$ cat src/rtl/rpr_pkg.sv
// package: offsets, reset values, field positions and carrier types for the power/id/ram register group
package rpr_pkg;

    // ------------------------------------------------------------
    // register offsets
    // ------------------------------------------------------------
    localparam logic [7:0] OFF_CFG_KEY       = 8'h1F;
    localparam logic [7:0] OFF_BATTERY_IO    = 8'h27;
    localparam logic [7:0] OFF_PART_HIGH     = 8'h28;
    localparam logic [7:0] OFF_PART_LOW      = 8'h29;
    localparam logic [7:0] OFF_REVISION      = 8'h2A;
    localparam logic [7:0] OFF_YEAR_WEEK     = 8'h2B;
    localparam logic [7:0] OFF_WAFER_WEEK    = 8'h2C;
    localparam logic [7:0] OFF_LOT_QUAD      = 8'h2D;
    localparam logic [7:0] OFF_SERIAL        = 8'h2E;
    localparam logic [7:0] OFF_SUPPLY_STATUS = 8'h2F;
    localparam logic [7:0] OFF_INPUT_GATING  = 8'h30;
    localparam logic [7:0] OFF_RAM_PAGE      = 8'h3F;
    localparam logic [7:0] OFF_STD_RAM_LO    = 8'h40;
    localparam logic [7:0] OFF_ALT_RAM_LO    = 8'h80;

    // ------------------------------------------------------------
    // key and reset values
    // ------------------------------------------------------------
    localparam logic [7:0] KEY_ANALOG_UNLOCK = 8'h9D;
    localparam logic [7:0] RST_CFG_KEY       = 8'h00;
    localparam logic [7:0] RST_BATTERY_IO    = 8'h80;
    localparam logic [7:0] RST_INPUT_GATING  = 8'h00;
    localparam logic [7:0] RST_RAM_PAGE      = 8'h00;

    // ------------------------------------------------------------
    // field positions
    // ------------------------------------------------------------
    localparam int BIT_KEEP_IF        = 7;
    localparam int BIT_BAT_ABOVE_THR  = 7;
    localparam int BIT_BAT_ABOVE_MIN  = 6;
    localparam int BIT_MAIN_ABOVE_PU  = 1;
    localparam int BIT_KICK_BAT_EN    = 7;
    localparam int BIT_EXT_BAT_EN     = 6;
    localparam int BIT_CLKOUT_BAT_EN  = 7;
    localparam int BIT_BAT_LOW_POL    = 6;
    localparam int BIT_KICK_LEVEL     = 5;
    localparam int BIT_EXT_LEVEL      = 4;
    localparam int BIT_PAGE_ENABLE    = 3;
    localparam int BIT_ALT_PAGE       = 2;
    localparam int STD_PAGE_MSB       = 1;
    localparam int STD_PAGE_LSB       = 0;
    localparam logic [7:0] MASK_BATTERY_IO   = 8'h80;
    localparam logic [7:0] MASK_INPUT_GATING = 8'hC0;
    localparam logic [7:0] MASK_RAM_PAGE_RW  = 8'hCF;

    // ------------------------------------------------------------
    // carrier types
    // ------------------------------------------------------------
    typedef struct packed {
        logic       wr;
        logic       rd;
        logic [7:0] addr;
        logic [7:0] wdata;
        logic       i2c_mode;
    } rpr_req_t;

    typedef struct packed {
        logic [7:0] part_high;
        logic [7:0] part_low;
        logic [4:0] rev_major;
        logic [2:0] rev_minor;
        logic [3:0] fab_year;
        logic [5:0] fab_week;
        logic [5:0] wafer;
        logic [1:0] lot;
        logic [5:0] quadrant;
        logic [7:0] serial;
    } rpr_ident_t;

    typedef enum logic [1:0] {
        RPR_WIN_REG = 2'b00,
        RPR_WIN_STD = 2'b01,
        RPR_WIN_ALT = 2'b10
    } rpr_win_t;

endpackage

$ cat src/rtl/rpr_ram.sv
// 256 x 8 extension ram with registered read data
`timescale 1ns/1ps
module rpr_ram (
    input  wire logic       mclk,
    input  wire logic       ce,
    input  wire logic       we,
    input  wire logic       re,
    input  wire logic [7:0] addr,
    input  wire logic [7:0] wdata,
    output logic      [7:0] rdata
);
    logic [7:0] mem [0:255];

    // contents have no reset: they are kept across battery operation
    always_ff @(posedge mclk) begin
        if (ce && we) begin
            mem[addr] <= wdata;
        end
    end

    always_ff @(posedge mclk) begin
        if (ce && re) begin
            rdata <= mem[addr];
        end
    end
endmodule // rpr_ram

$ cat src/rtl/rpr_regs.sv
// power-control, identification and extension-ram register group
`timescale 1ns/1ps
module rpr_regs #(
    parameter rpr_pkg::rpr_ident_t IDENT = '{
        part_high: 8'h5A, part_low: 8'hA5,        // arbitrary identity values
        rev_major: 5'h01, rev_minor: 3'h0,
        fab_year: 4'h0, fab_week: 6'h00, wafer: 6'h00,
        lot: 2'h0, quadrant: 6'h00, serial: 8'h00}
) (
    input  wire logic              mclk,
    input  wire logic              arst_n,
    input  wire logic              ce,
    input  wire rpr_pkg::rpr_req_t req,
    output logic            [7:0]  rdata,
    output logic                   rvalid,
    input  wire logic              bat_above_thr_raw,
    input  wire logic              bat_above_min_raw,
    input  wire logic              main_above_pu_raw,
    input  wire logic              on_battery_raw,
    input  wire logic              watchdog_kick_pin,
    input  wire logic              external_interrupt_pin,
    input  wire logic              clkout_core,
    output logic                   interface_enable,
    output logic                   kick_input_gated,
    output logic                   ext_irq_input_gated,
    output logic                   clock_out_irq3_pin,
    output logic                   clock_out_irq3_oe_n,
    output logic                   battery_low_flag
);
    // ------------------------------------------------------------
    // input synchronisers (three stages, change counts when last two agree)
    // ------------------------------------------------------------
    localparam int NSYNC = 6;
    logic [NSYNC-1:0] raw_in;
    logic [NSYNC-1:0] s1_q;
    logic [NSYNC-1:0] s2_q;
    logic [NSYNC-1:0] s3_q;
    logic [NSYNC-1:0] stable_q;

    assign raw_in = {bat_above_thr_raw, bat_above_min_raw, main_above_pu_raw,
                     on_battery_raw, watchdog_kick_pin, external_interrupt_pin};

    genvar gi;
    generate
        for (gi = 0; gi < NSYNC; gi++) begin : g_sync
            always_ff @(posedge mclk or negedge arst_n) begin
                if (!arst_n) begin
                    s1_q[gi]     <= 1'b0;
                    s2_q[gi]     <= 1'b0;
                    s3_q[gi]     <= 1'b0;
                    stable_q[gi] <= 1'b0;
                end else if (ce) begin
                    s1_q[gi] <= raw_in[gi];
                    s2_q[gi] <= s1_q[gi];
                    s3_q[gi] <= s2_q[gi];
                    if (s2_q[gi] == s3_q[gi]) begin
                        stable_q[gi] <= s3_q[gi];
                    end
                end
            end
        end
    endgenerate

    logic bat_thr;
    logic bat_min;
    logic main_pu;
    logic on_bat;
    logic kick_lvl;
    logic ext_lvl;
    assign {bat_thr, bat_min, main_pu, on_bat, kick_lvl, ext_lvl} = stable_q;

    // ------------------------------------------------------------
    // address decode
    // ------------------------------------------------------------
    function automatic rpr_pkg::rpr_win_t win_of(input logic [7:0] a);
        if (a >= rpr_pkg::OFF_ALT_RAM_LO) begin
            win_of = rpr_pkg::RPR_WIN_ALT;
        end else if (a >= rpr_pkg::OFF_STD_RAM_LO) begin
            win_of = rpr_pkg::RPR_WIN_STD;
        end else begin
            win_of = rpr_pkg::RPR_WIN_REG;
        end
    endfunction

    rpr_pkg::rpr_win_t win;
    logic wr_reg;
    logic unlocked;
    assign win      = win_of(req.addr);
    assign wr_reg   = req.wr && (win == rpr_pkg::RPR_WIN_REG);

    // ------------------------------------------------------------
    // configuration key
    // ------------------------------------------------------------
    logic [7:0] key_q;
    assign unlocked = (key_q == rpr_pkg::KEY_ANALOG_UNLOCK);

    always_ff @(posedge mclk or negedge arst_n) begin
        if (!arst_n) begin
            key_q <= rpr_pkg::RST_CFG_KEY;
        end else if (ce && req.wr) begin
            if (req.addr == rpr_pkg::OFF_CFG_KEY) begin
                key_q <= req.wdata;
            end else begin
                key_q <= rpr_pkg::RST_CFG_KEY;
            end
        end
    end

    // ------------------------------------------------------------
    // protected and control registers
    // ------------------------------------------------------------
    logic [7:0] bat_io_q;
    logic [7:0] gating_q;
    logic [7:0] page_q;

    // undefined bits are masked so stray ones from the host never stick
    always_ff @(posedge mclk or negedge arst_n) begin
        if (!arst_n) begin
            bat_io_q <= rpr_pkg::RST_BATTERY_IO;
        end else if (ce && wr_reg && req.addr == rpr_pkg::OFF_BATTERY_IO && unlocked) begin
            bat_io_q <= req.wdata & rpr_pkg::MASK_BATTERY_IO;
        end
    end

    always_ff @(posedge mclk or negedge arst_n) begin
        if (!arst_n) begin
            gating_q <= rpr_pkg::RST_INPUT_GATING;
        end else if (ce && wr_reg && req.addr == rpr_pkg::OFF_INPUT_GATING && unlocked) begin
            gating_q <= req.wdata & rpr_pkg::MASK_INPUT_GATING;
        end
    end

    // pin-level bits are never stored, so host writes cannot touch them
    always_ff @(posedge mclk or negedge arst_n) begin
        if (!arst_n) begin
            page_q <= rpr_pkg::RST_RAM_PAGE;
        end else if (ce && wr_reg && req.addr == rpr_pkg::OFF_RAM_PAGE) begin
            page_q <= req.wdata & rpr_pkg::MASK_RAM_PAGE_RW;
        end
    end

    // ------------------------------------------------------------
    // power-mode gating outputs
    // ------------------------------------------------------------
    logic clk_en_q;
    always_ff @(posedge mclk or negedge arst_n) begin
        if (!arst_n) begin
            interface_enable    <= 1'b1;
            kick_input_gated    <= 1'b0;
            ext_irq_input_gated <= 1'b0;
            clock_out_irq3_pin  <= 1'b0;
            clk_en_q            <= 1'b1;
        end else if (ce) begin
            interface_enable    <= !on_bat || bat_io_q[rpr_pkg::BIT_KEEP_IF];
            kick_input_gated    <= kick_lvl && (!on_bat || gating_q[rpr_pkg::BIT_KICK_BAT_EN]);
            ext_irq_input_gated <= ext_lvl && (!on_bat || gating_q[rpr_pkg::BIT_EXT_BAT_EN]);
            clock_out_irq3_pin  <= clkout_core;
            clk_en_q            <= !on_bat || page_q[rpr_pkg::BIT_CLKOUT_BAT_EN];
        end
    end
    assign clock_out_irq3_oe_n = !clk_en_q;

    // battery-low follows the comparator in the chosen direction
    always_ff @(posedge mclk or negedge arst_n) begin
        if (!arst_n) begin
            battery_low_flag <= 1'b0;
        end else if (ce) begin
            battery_low_flag <= page_q[rpr_pkg::BIT_BAT_LOW_POL] ? bat_thr : !bat_thr;
        end
    end

    // ------------------------------------------------------------
    // extension ram paging
    // ------------------------------------------------------------
    logic [7:0] ram_addr;
    logic       ram_we;
    logic       ram_re;
    logic       page_en;
    logic       alt_ok;
    assign page_en = page_q[rpr_pkg::BIT_PAGE_ENABLE];
    // alternate window is dead outside i2c mode: writes drop, reads give zero
    assign alt_ok  = (win == rpr_pkg::RPR_WIN_ALT) && req.i2c_mode;

    always_comb begin
        ram_addr = 8'h00;
        if (win == rpr_pkg::RPR_WIN_ALT) begin
            ram_addr = {page_en & page_q[rpr_pkg::BIT_ALT_PAGE], req.addr[6:0]};
        end else begin
            ram_addr = {page_en ? page_q[rpr_pkg::STD_PAGE_MSB:rpr_pkg::STD_PAGE_LSB] : 2'b00,
                        req.addr[5:0]};
        end
    end

    assign ram_we = req.wr && ((win == rpr_pkg::RPR_WIN_STD) || alt_ok);
    assign ram_re = req.rd && ((win == rpr_pkg::RPR_WIN_STD) || alt_ok);

    logic [7:0] ram_rdata;
    rpr_ram u_ram (
        .mclk  (mclk),
        .ce    (ce),
        .we    (ram_we),
        .re    (ram_re),
        .addr  (ram_addr),
        .wdata (req.wdata),
        .rdata (ram_rdata)
    );

    // ------------------------------------------------------------
    // read path: one cycle after rd
    // ------------------------------------------------------------
    logic [7:0] reg_rd;
    always_comb begin
        reg_rd = 8'h00;
        case (req.addr)
            rpr_pkg::OFF_CFG_KEY:       reg_rd = key_q;
            rpr_pkg::OFF_BATTERY_IO:    reg_rd = bat_io_q;
            rpr_pkg::OFF_PART_HIGH:     reg_rd = IDENT.part_high;
            rpr_pkg::OFF_PART_LOW:      reg_rd = IDENT.part_low;
            rpr_pkg::OFF_REVISION:      reg_rd = {IDENT.rev_major, IDENT.rev_minor};
            rpr_pkg::OFF_YEAR_WEEK:     reg_rd = {IDENT.fab_year, IDENT.fab_week[3:0]};
            rpr_pkg::OFF_WAFER_WEEK:    reg_rd = {IDENT.wafer, IDENT.fab_week[5:4]};
            rpr_pkg::OFF_LOT_QUAD:      reg_rd = {IDENT.lot, IDENT.quadrant};
            rpr_pkg::OFF_SERIAL:        reg_rd = IDENT.serial;
            rpr_pkg::OFF_SUPPLY_STATUS: reg_rd = {bat_thr, bat_min, 4'h0, main_pu, 1'b0};
            rpr_pkg::OFF_INPUT_GATING:  reg_rd = gating_q;
            rpr_pkg::OFF_RAM_PAGE:      reg_rd = {page_q[7:6], kick_lvl, ext_lvl, page_q[3:0]};
            default:                    reg_rd = 8'h00;
        endcase
    end

    logic       ram_sel_q;
    logic [7:0] reg_rd_q;
    always_ff @(posedge mclk or negedge arst_n) begin
        if (!arst_n) begin
            ram_sel_q <= 1'b0;
            reg_rd_q  <= 8'h00;
            rvalid    <= 1'b0;
        end else if (ce) begin
            rvalid <= req.rd;
            // read data stands until the next read, not just for the rvalid cycle
            if (req.rd) begin
                ram_sel_q <= ram_re;
                reg_rd_q  <= reg_rd;
            end
        end
    end
    assign rdata = ram_sel_q ? ram_rdata : reg_rd_q;
endmodule // rpr_regs

$ cat config.mk
export PLATFORM = sky130hd
export DESIGN_NAME = rpr_regs
export DESIGN_NICKNAME = d
export VERILOG_FILES = /design/src/rtl/rpr_pkg.sv /design/src/rtl/rpr_ram.sv /design/src/rtl/rpr_regs.sv
export SDC_FILE = /design/constraint.sdc
export NUM_CORES = 2
export LEC_CHECK = 0
export BUFFER_PORTS_ARGS = -buffer_cell sky130_fd_sc_hd__buf_2
export CAP_MARGIN = 15
export CORE_MARGIN = 1.5
export CORE_UTILIZATION = 50
export DETAILED_ROUTE_END_ITERATION = 10
export PLACE_DENSITY = 0.71
export RECOVER_POWER = 25
export SYNTH_ARGS = -nofsm -noshare
export SYNTH_HDL_FRONTEND = slang
export SYNTH_HIERARCHICAL = 1
export SYNTH_SLANG_ARGS = --single-unit
$ cat constraint.sdc
create_clock -name mclk -period 6.4 [get_ports mclk]
set_input_delay 0 -clock mclk [delete_from_list [all_inputs] [get_ports mclk]]
set_output_delay 0 -clock mclk [all_outputs]
set_load 0.05 [all_outputs]
==> metrics.md <==
| Metric | Value |
|---|---|
| R2r setup slk | 2.45 ns |
| Slew @ Worst Pin | 4.72 ns |
| Cell variety after synth | 45 |
| Min-delay worst type | in -> reg |
| Crit path launch type | input pin |
| Most used cells in the layout excluding fill and tap cells | edfxtp_1, mux4_2, nor2_1 |
| Syn Std Cell Area | 0.0811 mm² |
| TritonCTS clock tree | yes |
| Clock Sinks | 2,113 |
| Critical Path Sink Type | flop |
| Starting DRT DRC Count | 5,451 |
| Via-to-Cell Ratio | 6.42 |
| Fin. Hold Viols | 0 |
| Yosys warnings | 6 |
| Initial antenna violation count | 1 |
| Clock transition at path regs | 0.06 ns |
| Die height | 406 µm |
| Routed wire length | 190 mm |
| Post-route clock period utilization | 73.3% |
| Post-CTS Setup Inserts | 0 |
| Dpl hpwl | 107 mm |
| Failing checks | capacitance limit, slew limit |
| Clock Path Buffers | 3 |
| Maxcap violations | 6 |
| Asr flop ratio synth | 2.70% |
| Final GP Congestion | 0.807 |
| Kind of critical path | in -> reg |
| Peak supply drop | 0.000257 V |
| Worst hold path depth | 2 |
| Initial Util | 50.4% |
| DR pass1 iterations | 7 |
| Die width | 406 µm |
| Yosys reg bits | 2,113 |
| Fmax | 0.213 GHz |
| Final net count | 3,923 |
| Worst Path Required | 7.00 ns |
| Post-route ant nets | 0 |
| CTS resizes | 0 |
| GRT Residual Overflow | 0 |
| Routed via count | 40.0k |
| Drt drc | 0 |
| Pwr dens | 308 mW/mm² |
| Hold endpoint | u_ram/mem[42][5] |
| # port buffers | 43 |
| Root buffer cell | clkbuf_16 |
| Vias in the first global route | 39.6k |
| Num CTS Buffers | 202 |
| Post-synth EDFFs | 2,056 |
| FF-to-FF Start | page_q[3] |
| Top_reg_cell synth | edfxtp_1 |
| First-pass GRT wire length | 275 mm |
| Status | finished, violations left |
| Global Route Usage Sum | 23.2% |
| Worst reg2reg endpoint | u_ram/mem[56][3] |
| H-tree Lvls | 4 |
| Slew headroom | -214% |
| Design Power | 27.9 mW |
| Syn_nets | 3,794 |
| Leakage dissipation | 27.6 nW |
| WL/cell | 30.6 µm |
| Most common cell after layout, fill and taps aside | edfxtp_1 |
| Placeable core area | 0.161 mm² |
| # setup viols final | 0 |
| Total die area | 0.165 mm² |
| Largest net degree at the start of global routing | 151 |
| Area grow syn2layout | 11.7% |
| Sequential share of the synthesized area | 77.9% |
| Cell row count | 147 |
| Setup_tns | 0 ns |
| WP data arrival | 5.29 ns |
| Clk_lat worst skew | 0.82 ns |
| R2R depth | 5 |
| Syn avg cell area | 21.5 µm² |
| Hold path startpoint | req[6] |
| Cell count after synthesis | 3,765 |
| I/O pin total | 44 |
| Clock Skew | 0.0311 ns |
| Share of layout cells above drive strength 1 | 24.1% |
| RSZ-0062 raised after global routing | false |
| Slew Viols, Final | 588 |
| Maximum fanout along the worst path | 93 |
| Clock period minus worst slack | 4.69 ns |
## layout make-up
cell class	count	area (µm²)
flip-flops and latches	2113	63200
repair buffers	162	1440
diodes	2	5.00
clock buffers	258	5310
clock inverters	112	905
well taps	2160	2700
inverters	7	26.3
fillers	11500	70200
multi-input cells	1408	17000
## critical path: stages
cell and delay [ns]:
dlygate4sd3_1 0.54, clkbuf_1 3.03, clkbuf_2 1.25, buf_16 0.33
## registers in the layout, indices dropped and copies added, names as in the netlist
name and flops:
bat_io_q 1, bat_min 1, bat_thr 1, battery_low_flag 1
clk_en_q 1, clock_out_irq3_pin 1, ext_irq_input_gated 1, ext_lvl 1
gating_q 2, interface_enable 1, key_q 8, kick_input_gated 1
kick_lvl 1, main_pu 1, on_bat 1, page_q 6
ram_sel_q 1, reg_rd_q 8, rvalid 1, s1_q 6
s2_q 6, s3_q 6, u_ram/mem 2048, u_ram/rdata 8
## power breakdown
group          internal (mW)  total [mW]  switching, mW
Clock                   6.27        11.3           5.02
Combinational          0.464        1.32          0.858
Sequential              15.2        15.3         0.0378
Total                   22.0        27.9           5.91
## how the worst max path moves through the flow
stage                          from           endpoint  depth (start not counted)
after floorplan           page_q[3]  u_ram/mem[102][0]                          7
after global placement       req[9]     u_ram/rdata[3]                          7
after detailed placement     req[9]     u_ram/rdata[6]                          7
after CTS                 page_q[3]   u_ram/mem[56][4]                          5
after global routing         req[3]  u_ram/mem[202][2]                          4
final                        req[3]  u_ram/mem[202][2]                          4
## layer usage
| metal | part of all wire (%) | global-route usage [%] |
|---|---|---|
| met5 | 0.0068 | 0 |
| met4 | 3.3 | 7.60 |
| met3 | 10 | 5.14 |
| met2 | 47 | 35.7 |
| met1 | 39 | 33.3 |
## synthesized netlist by cell type, types with 2 or more instances
cell type | n | area (µm²)
inv_1 | 7 | 26.3
dfrtp_1 | 54 | 1350
edfxtp_1 | 2056 | 61700
a22oi_1 | 260 | 1950
buf_1 | 18 | 67.6
or3_1 | 2 | 12.5
o41ai_1 | 32 | 280
buf_6 | 10 | 113
nand4b_1 | 2 | 17.5
nor2b_1 | 9 | 56.3
nor2_1 | 270 | 1010
o21ai_0 | 9 | 45.0
mux2_2 | 34 | 383
nand4_1 | 14 | 87.6
nand2_1 | 62 | 233
clkbuf_1 | 154 | 578
mux2_1 | 2 | 22.5
o21ai_1 | 8 | 40.0
a221o_1 | 3 | 30.0
a22o_1 | 8 | 70.1
mux4_2 | 512 | 11500
a21oi_1 | 141 | 706
nand2b_1 | 9 | 56.3
o211ai_1 | 2 | 15.0
and2_1 | 3 | 18.8
nor3_1 | 2 | 10.0
nand3_1 | 5 | 25.0
mux2i_1 | 2 | 20.0
buf_4 | 12 | 90.1
nor4b_2 | 2 | 30.0
dfstp_2 | 3 | 78.8
nor3b_1 | 2 | 15.0
buf_2 | 43 | 215
and4_1 | 2 | 17.5
## logic make-up after synthesis
| group | after synthesis | synth area share, % |
|---|---|---|
| mux | 550 | 14.7 |
| buf+inv | 244 | 1.34 |
| flops | 2113 | 77.9 |
| xor+xnor | 1 | 0.0108 |
| compound gates | 468 | 3.93 |
| simple gates | 389 | 2.06 |
## through the flow
step | utilization [%] | instance area, µm² | setup WS, ns | instances | hold WS [ns]
2_1_floorplan | - | 81100 | 4.10 | 3765 | -0.296
3_3_place_gp | 52.1 | 83800 | 1.75 | 5794 | 0.172
3_5_place_dp | 52.2 | 83900 | 2.36 | 5799 | 0.184
4_1_cts | 56.3 | 90600 | 2.59 | 6216 | 0.251
5_1_grt | 56.3 | 90600 | 1.29 | 6220 | 0.336
6_report | 56.3 | 90600 | 1.71 | 6222 | 0.307
## timing repair
action / 4_1_cts / 5_1_grt
setup endpoints to repair: 0 / 0
hold endpoints to repair: 1027 / 0
hold buffers: 47 / 0
Note: power is estimated with default switching activity, not from simulation.
